<file path="src/nibble_io_pkg.sv">
// Constants and types shared by the nibble I/O port design files.
// Assumes a single 250 MHz system clock and a synchronous active-low reset.
package nibble_io_pkg;

  // ---------------------------------------------------------------------------
  // Widths and reset values
  // ---------------------------------------------------------------------------
  localparam int unsigned PORT_W      = 4;
  localparam logic [3:0]  DIR_RST     = 4'h0;  // All pins input after reset.
  localparam logic [3:0]  OUT_RST     = 4'h0;
  localparam logic        PULL_EN_RST = 1'b1;  // Pull-low enabled after reset.
  localparam int unsigned SYNC_STAGES = 2;

  typedef logic [PORT_W-1:0] nibble_t;

  typedef enum logic [0:0] {
    ST_RUN,
    ST_SLEEP
  } power_t;

endpackage : nibble_io_pkg

</file>
<file path="src/nibble_io_port.sv">
// Top of the nibble I/O port with power-down wake.
// Holds the output latch, the direction and pull-low settings, the power state
// and the edge detector that ends power-down.
// Assumes the controller drives its strobes on I_CLK and pad logic resolves pins.
// Assumes the pins are asynchronous and pass the two-flop bank before any use.
`timescale 1ns/1ps

module nibble_io_port
  import nibble_io_pkg::*;
(
  input  wire logic                    I_CLK,
  input  wire logic                    I_RSTN,
  input  wire logic                    I_WR_DATA,     // Write output nibble.
  input  wire nibble_io_pkg::nibble_t  I_DATA,
  input  wire logic                    I_WR_DIR,      // Write direction nibble.
  input  wire nibble_io_pkg::nibble_t  I_DIR,         // 1 = output.
  input  wire logic                    I_WR_PULL,     // Write pull-low enable.
  input  wire logic                    I_PULL_EN,
  input  wire logic                    I_END,         // End instruction pulse.
  input  wire nibble_io_pkg::nibble_t  I_PINS,        // Pad input levels.
  output nibble_io_pkg::nibble_t       O_PINS,        // Pad output levels.
  output nibble_io_pkg::nibble_t       O_PINS_OE,     // High while driving.
  output nibble_io_pkg::nibble_t       O_PULL_LOW,    // Weak N-MOS gate per pin.
  output nibble_io_pkg::nibble_t       O_RD_DATA,     // Port read value.
  output logic                         O_POWER_DOWN,
  output logic                         O_WAKE         // One-cycle wake pulse.
);

  // ---------------------------------------------------------------------------
  // Pin synchronisation
  // ---------------------------------------------------------------------------
  nibble_t      pins_s;
  nibble_t      pins_prev_q;
  nibble_t      out_q;
  nibble_t      dir_q;
  logic         pull_q;
  power_t       pwr_q;
  power_t       pwr_d;
  wire          edge_any;
  wire          in_sleep;
  wire          sleep_d;
  wire nibble_t rd_d;
  wire nibble_t pull_d;

  nibble_io_sync u_sync (
    .i_clk   (I_CLK),
    .i_rst_n (I_RSTN),
    .i_async (I_PINS),
    .o_sync  (pins_s)
  );

  // ---------------------------------------------------------------------------
  // Decode
  // ---------------------------------------------------------------------------
  // Sleep is decoded for the present and the next state alike.
  function automatic logic is_asleep(input power_t st);
    return (st == ST_SLEEP);
  endfunction

  // An edge is a change between two synchronised samples on any pin.
  assign edge_any = |(pins_s ^ pins_prev_q);
  assign in_sleep = is_asleep(pwr_q);
  assign sleep_d  = is_asleep(pwr_d);

  // Per-pin selection; each pin looks only at its own direction bit.
  for (genvar g = 0; g < PORT_W; g++) begin : g_pin
    // Output pins read back their latch; inputs read the pad.
    assign rd_d[g]   = dir_q[g] ? out_q[g] : pins_s[g];
    // Pull-low only acts on inputs, so an output never fights its own device.
    assign pull_d[g] = pull_q & ~dir_q[g];
  end

  // Limitation: edges are found on synchronised samples, so a pin pulse
  // shorter than one clock period may be missed and never wake the chip.
  // An end instruction while already asleep is ignored rather than queued.
  // Power state: end enters sleep, an edge leaves it.
  always_comb begin
    pwr_d = pwr_q;
    case (pwr_q)
      ST_RUN:   if (I_END) pwr_d = ST_SLEEP;
      ST_SLEEP: if (edge_any) pwr_d = ST_RUN;
      default:  pwr_d = ST_RUN;
    endcase
  end

  // ---------------------------------------------------------------------------
  // Configuration registers
  // ---------------------------------------------------------------------------
  // Each written nibble replaces the whole field; per-pin direction is a bit.
  always_ff @(posedge I_CLK) begin
    if (!I_RSTN) begin
      out_q  <= OUT_RST;
      dir_q  <= DIR_RST;
      pull_q <= PULL_EN_RST;
    end else begin
      if (I_WR_DATA) out_q <= I_DATA;
      if (I_WR_DIR)  dir_q <= I_DIR;
      if (I_WR_PULL) pull_q <= I_PULL_EN;
    end
  end

  // ---------------------------------------------------------------------------
  // Power state and edge history
  // ---------------------------------------------------------------------------
  // Edge history runs in every state so the sleep detector never misses one.
  always_ff @(posedge I_CLK) begin
    if (!I_RSTN) begin
      pwr_q       <= ST_RUN;
      pins_prev_q <= '0;
    end else begin
      pwr_q       <= pwr_d;
      pins_prev_q <= pins_s;
    end
  end

  // ---------------------------------------------------------------------------
  // Registered outputs
  // ---------------------------------------------------------------------------
  // Every output is a flop, so pad timing never depends on the decode above;
  // the price is one more cycle from a strobe to the pins.
  always_ff @(posedge I_CLK) begin
    if (!I_RSTN) begin
      O_PINS       <= OUT_RST;
      O_PINS_OE    <= DIR_RST;
      O_PULL_LOW   <= {PORT_W{PULL_EN_RST}};
      O_RD_DATA    <= '0;
      O_POWER_DOWN <= 1'b0;
      O_WAKE       <= 1'b0;
    end else begin
      O_PINS       <= out_q;
      O_PINS_OE    <= dir_q;
      O_PULL_LOW   <= pull_d;
      O_RD_DATA    <= rd_d;
      O_POWER_DOWN <= sleep_d;
      O_WAKE       <= in_sleep & edge_any;
    end
  end
endmodule // nibble_io_port

</file>
<file path="src/nibble_io_sync.sv">
// Two-flop synchroniser bank for the port pin inputs.
// Assumes the pins are asynchronous to I_CLK; only stage two is read outside.
`timescale 1ns/1ps

module nibble_io_sync
  import nibble_io_pkg::*;
(
  input  wire logic                    i_clk,
  input  wire logic                    i_rst_n,
  input  wire nibble_io_pkg::nibble_t  i_async,
  output nibble_io_pkg::nibble_t       o_sync
);

  // ---------------------------------------------------------------------------
  // Synchroniser stages
  // ---------------------------------------------------------------------------
  nibble_t meta_q;

  // Stage one feeds stage two only, to keep metastability contained.
  always_ff @(posedge i_clk) begin
    if (!i_rst_n) begin
      meta_q <= '0;
      o_sync <= '0;
    end else begin
      meta_q <= i_async;
      o_sync <= meta_q;
    end
  end

endmodule // nibble_io_sync

</file>
<file path="config.mk">
export PLATFORM = sky130hd
export DESIGN_NAME = nibble_io_port
export DESIGN_NICKNAME = d
export VERILOG_FILES = /design/src/nibble_io_pkg.sv /design/src/nibble_io_port.sv /design/src/nibble_io_sync.sv
export SDC_FILE = /design/constraint.sdc
export NUM_CORES = 1
export LEC_CHECK = 0
export BUFFER_PORTS_ARGS = -buffer_cell sky130_fd_sc_hd__buf_2
export CORE_MARGIN = 8
export CORE_UTILIZATION = 44
export CTS_CLUSTER_DIAMETER = 150
export DETAILED_ROUTE_END_ITERATION = 6
export PLACE_DENSITY = 0.73
export SLEW_MARGIN = 25
export SYNTH_ARGS = -nofsm -noshare
export SYNTH_HDL_FRONTEND = slang
export SYNTH_SLANG_ARGS = --single-unit
</file>
<file path="constraint.sdc">
create_clock -name I_CLK -period 0.8 [get_ports I_CLK]
set_input_delay 0.08 -clock I_CLK [delete_from_list [all_inputs] [get_ports I_CLK]]
set_output_delay 0.08 -clock I_CLK [all_outputs]
set_load 0.01 [all_outputs]
</file>
==> flow_metrics.env <==
export IMPL_start_util_pct=45.8
export IMPL_firstDrtPassIters=4
export IMPL_worst_setup_path_start_kind="register"
export IMPL_root_buffer="clkbuf_4"
export IMPL_antenna_cells=0
export IMPL_combPwrFrac_pct=9.9
export IMPL_layout_common_cells="buf_2 (26), dfxtp_1 (20), dfxtp_2 (19), and2_1 (19), nor2b_1 (13)"
export IMPL_overflow=0
export IMPL_critPathBufInv=1
export IMPL_maxSlewViolCount=0
export IMPL_critPathRequiredTime_ns=0.72
export IMPL_max_slew_margin_pct=89.4
export IMPL_die_h_um=69.1
export IMPL_yosysSeqAreaShare_pct=63.0
export IMPL_end_kind="primary output"
export IMPL_clk_pin_slew_ns=0.12
export IMPL_nNetsFinal=178
export IMPL_place_hpwl_mm=1.64
export IMPL_drc=0
export IMPL_clock_path_buffers=2
export IMPL_grt_max_degree=33
export IMPL_utilization_pct=65.8
export IMPL_slowest_stage="dfxtp_1"
export IMPL_die_w_um=69.1
export IMPL_wl_per_cell_um=13.6
export IMPL_max_stage_delay_ns=0.35
export IMPL_core_area_um2=2710
export IMPL_area_growth_pct=43.8
export IMPL_criticalPathCategory="register to primary output"
export IMPL_setup_viol=20
export IMPL_grt_pass1_wl_mm=4.00
export IMPL_cp_max_fo=1
export IMPL_arrival_ns=0.82
export IMPL_netSwitchingPower_mw=0.817
export IMPL_irDropWorstVdd_v=0.00203
export IMPL_clkLatencyLatePin_ns=0.34
export IMPL_ys_types=17
export IMPL_power_frac_seq_pct=54.8
export IMPL_syn_inst=105
export IMPL_cts_htree_levels=2
export IMPL_io_pins=37
export IMPL_violations="negative setup slack"
export IMPL_dr_total_vias=866
export IMPL_io_buffers=36
export IMPL_rows=19
export IMPL_path_delay_family="flip-flops"
export IMPL_max_slew_worst_pin_slew_ns=0.155
export IMPL_path_cells="buf_2"
export IMPL_outcome="finished with violations"
export IMPL_hp_class="input port to register"
export IMPL_max_freq_ghz=1.11
export IMPL_design_area_um2=1780
export IMPL_place_gp_congestion=0.758
export IMPL_viasPerCell=4.53
export IMPL_min_period_ns=0.901
export IMPL_syn_area_um2=1240
export IMPL_place_area_um2=1470
export IMPL_cts_sinks=39
export IMPL_layout_setup_ws_ns=-0.101
export IMPL_cts_tree="done"
export IMPL_max_cap_violations=0
export IMPL_final_common_cell="buf_2"
export IMPL_fin_crit_sh_pct=113
export IMPL_antenna_found_initial=0
export IMPL_detail_route_iter0_violations=32
export IMPL_clock_skew_ns=0.0105
export IMPL_finalHoldViolations=0
export IMPL_grt_pass1_vias=901
export IMPL_grt_usage_pct=10.3
export IMPL_clockPowerShare_pct=35.4
export IMPL_power_leakage_nw=0.794
export IMPL_yosys_register_bits=39
export IMPL_netSwitchingFraction_pct=21.3
export IMPL_intPower_mw=3.02
export IMPL_power_density_nw_per_um2=2150
export IMPL_drive_gt1_share_pct=45.0
export IMPL_synth_warning_count=0
export IMPL_rsz0062_at_grt="yes"
export IMPL_wirelength_mm=2.59
export IMPL_numCtsBuffers=5
export IMPL_syn_mean_instance_area_um2=11.8
export IMPL_ant_nets=0
export IMPL_die_area_um2=4770
export IMPL_syn_nets=124
## power by group through the flow
stage / clock [mW] / sequential (mW) / combinational [mW]
global placement: 0 / 2.12 / 0.288
floorplan: 0 / 2.14 / 0.149
detailed placement: 0 / 2.13 / 0.291
finish: 1.36 / 2.10 / 0.378
global route: 1.48 / 2.11 / 0.408
CTS: 1.38 / 2.09 / 0.352
## flip-flops by register name, indices dropped and copies added (netlist names), 4 cells and up
name	flops
O_PINS	4
O_PINS_OE	4
O_PULL_LOW	4
O_RD_DATA	4
dir_q	4
out_q	4
pins_prev_q	4
u_sync.meta_q	4
u_sync.o_sync	4
## per-layer routing
metal | share of wire (%) | vias up | track usage, %
li1 | - | 444 | -
met1 | 39 | 392 | 9.00
met2 | 51 | 24 | 18.0
met3 | 8.3 | 6 | 6.29
met4 | 1.8 | 0 | 5.47
met5 | 0 | - | 0
## final timing paths
path                                        from          endpoint  slack, ns  depth (start not counted)
worst max-delay path                O_RD_DATA[0]      O_RD_DATA[0]      -0.10                          1
worst min-delay path                    I_DIR[1]          dir_q[1]      0.006                          3
worst max register to register  u_sync.o_sync[1]            O_WAKE      -0.07                          3
worst min register to register  u_sync.meta_q[1]  u_sync.o_sync[1]       0.44                          1
## through the flow
stage / cells / TNS (ns) / setup slack, ns / total power [mW] / hold WS [ns]
detailed placement: 171 / -0.0274 / -0.0274 / 2.42 / 0.289
CTS: 191 / -1.47 / -0.0942 / 3.82 / 0.000466
global placement: 171 / -0.00772 / -0.00772 / 2.41 / 0.287
floorplan: 105 / 0 / 0.00564 / 2.29 / 0.196
global route: 191 / -2.16 / -0.131 / 4.00 / 0.0182
finish: 191 / -1.29 / -0.101 / 3.84 / 0.00619
## kinds of logic after synthesis
kind of cell           count (synthesis)  share of synthesized area, %
buffers and inverters                  7                          3.43
AND/OR/NAND/NOR                       37                          18.5
AO/OA/AOI/OAI                          6                          2.62
flip-flops                            39                          63.0
XOR/XNOR                               4                          2.83
multiplexers                          12                          9.69
## repair_timing
| item | 4_1_cts | 5_1_grt |
|---|---|---|
| hold endpoints to repair | 10 | 0 |
| resized for setup | 11 | 22 |
| buffers inserted | 1 | 0 |
| setup endpoints to repair | 21 | 22 |
| hold buffers | 11 | 0 |
| pin swaps | 2 | 2 |
## worst min-delay path: stages
cell and delay [ns]:
buf_2 0.08, mux2i_1 0.06, nor2b_1 0.11
## synthesized netlist by cell type
cell      number  area [µm²]
o21ai_0        4        20.0
mux2i_1       12         120
nand2_1        2        7.51
o211ai_1       1        7.51
xnor2_1        4        35.0
dfxtp_1       39         781
inv_1          1        3.75
and2_2         1        7.51
nand4_1        1        6.26
o21ai_1        1        5.00
nand3b_1       1        7.51
nor2b_1       13        81.3
buf_2          3        15.0
clkbuf_2       1        5.00
buf_6          1        11.3
buf_4          1        7.51
and2_1        19         119
## area by class of cell
type / instances / area (µm²)
clock buffer: 6 / 51.3
clock inverter: 2 / 35.0
fill: 224 / 927
inverter: 1 / 3.75
multi-input combinational: 59 / 432
sequential: 39 / 805
tap: 31 / 38.8
timing repair buffer: 53 / 418
Note: power is estimated with default switching activity, not from simulation.
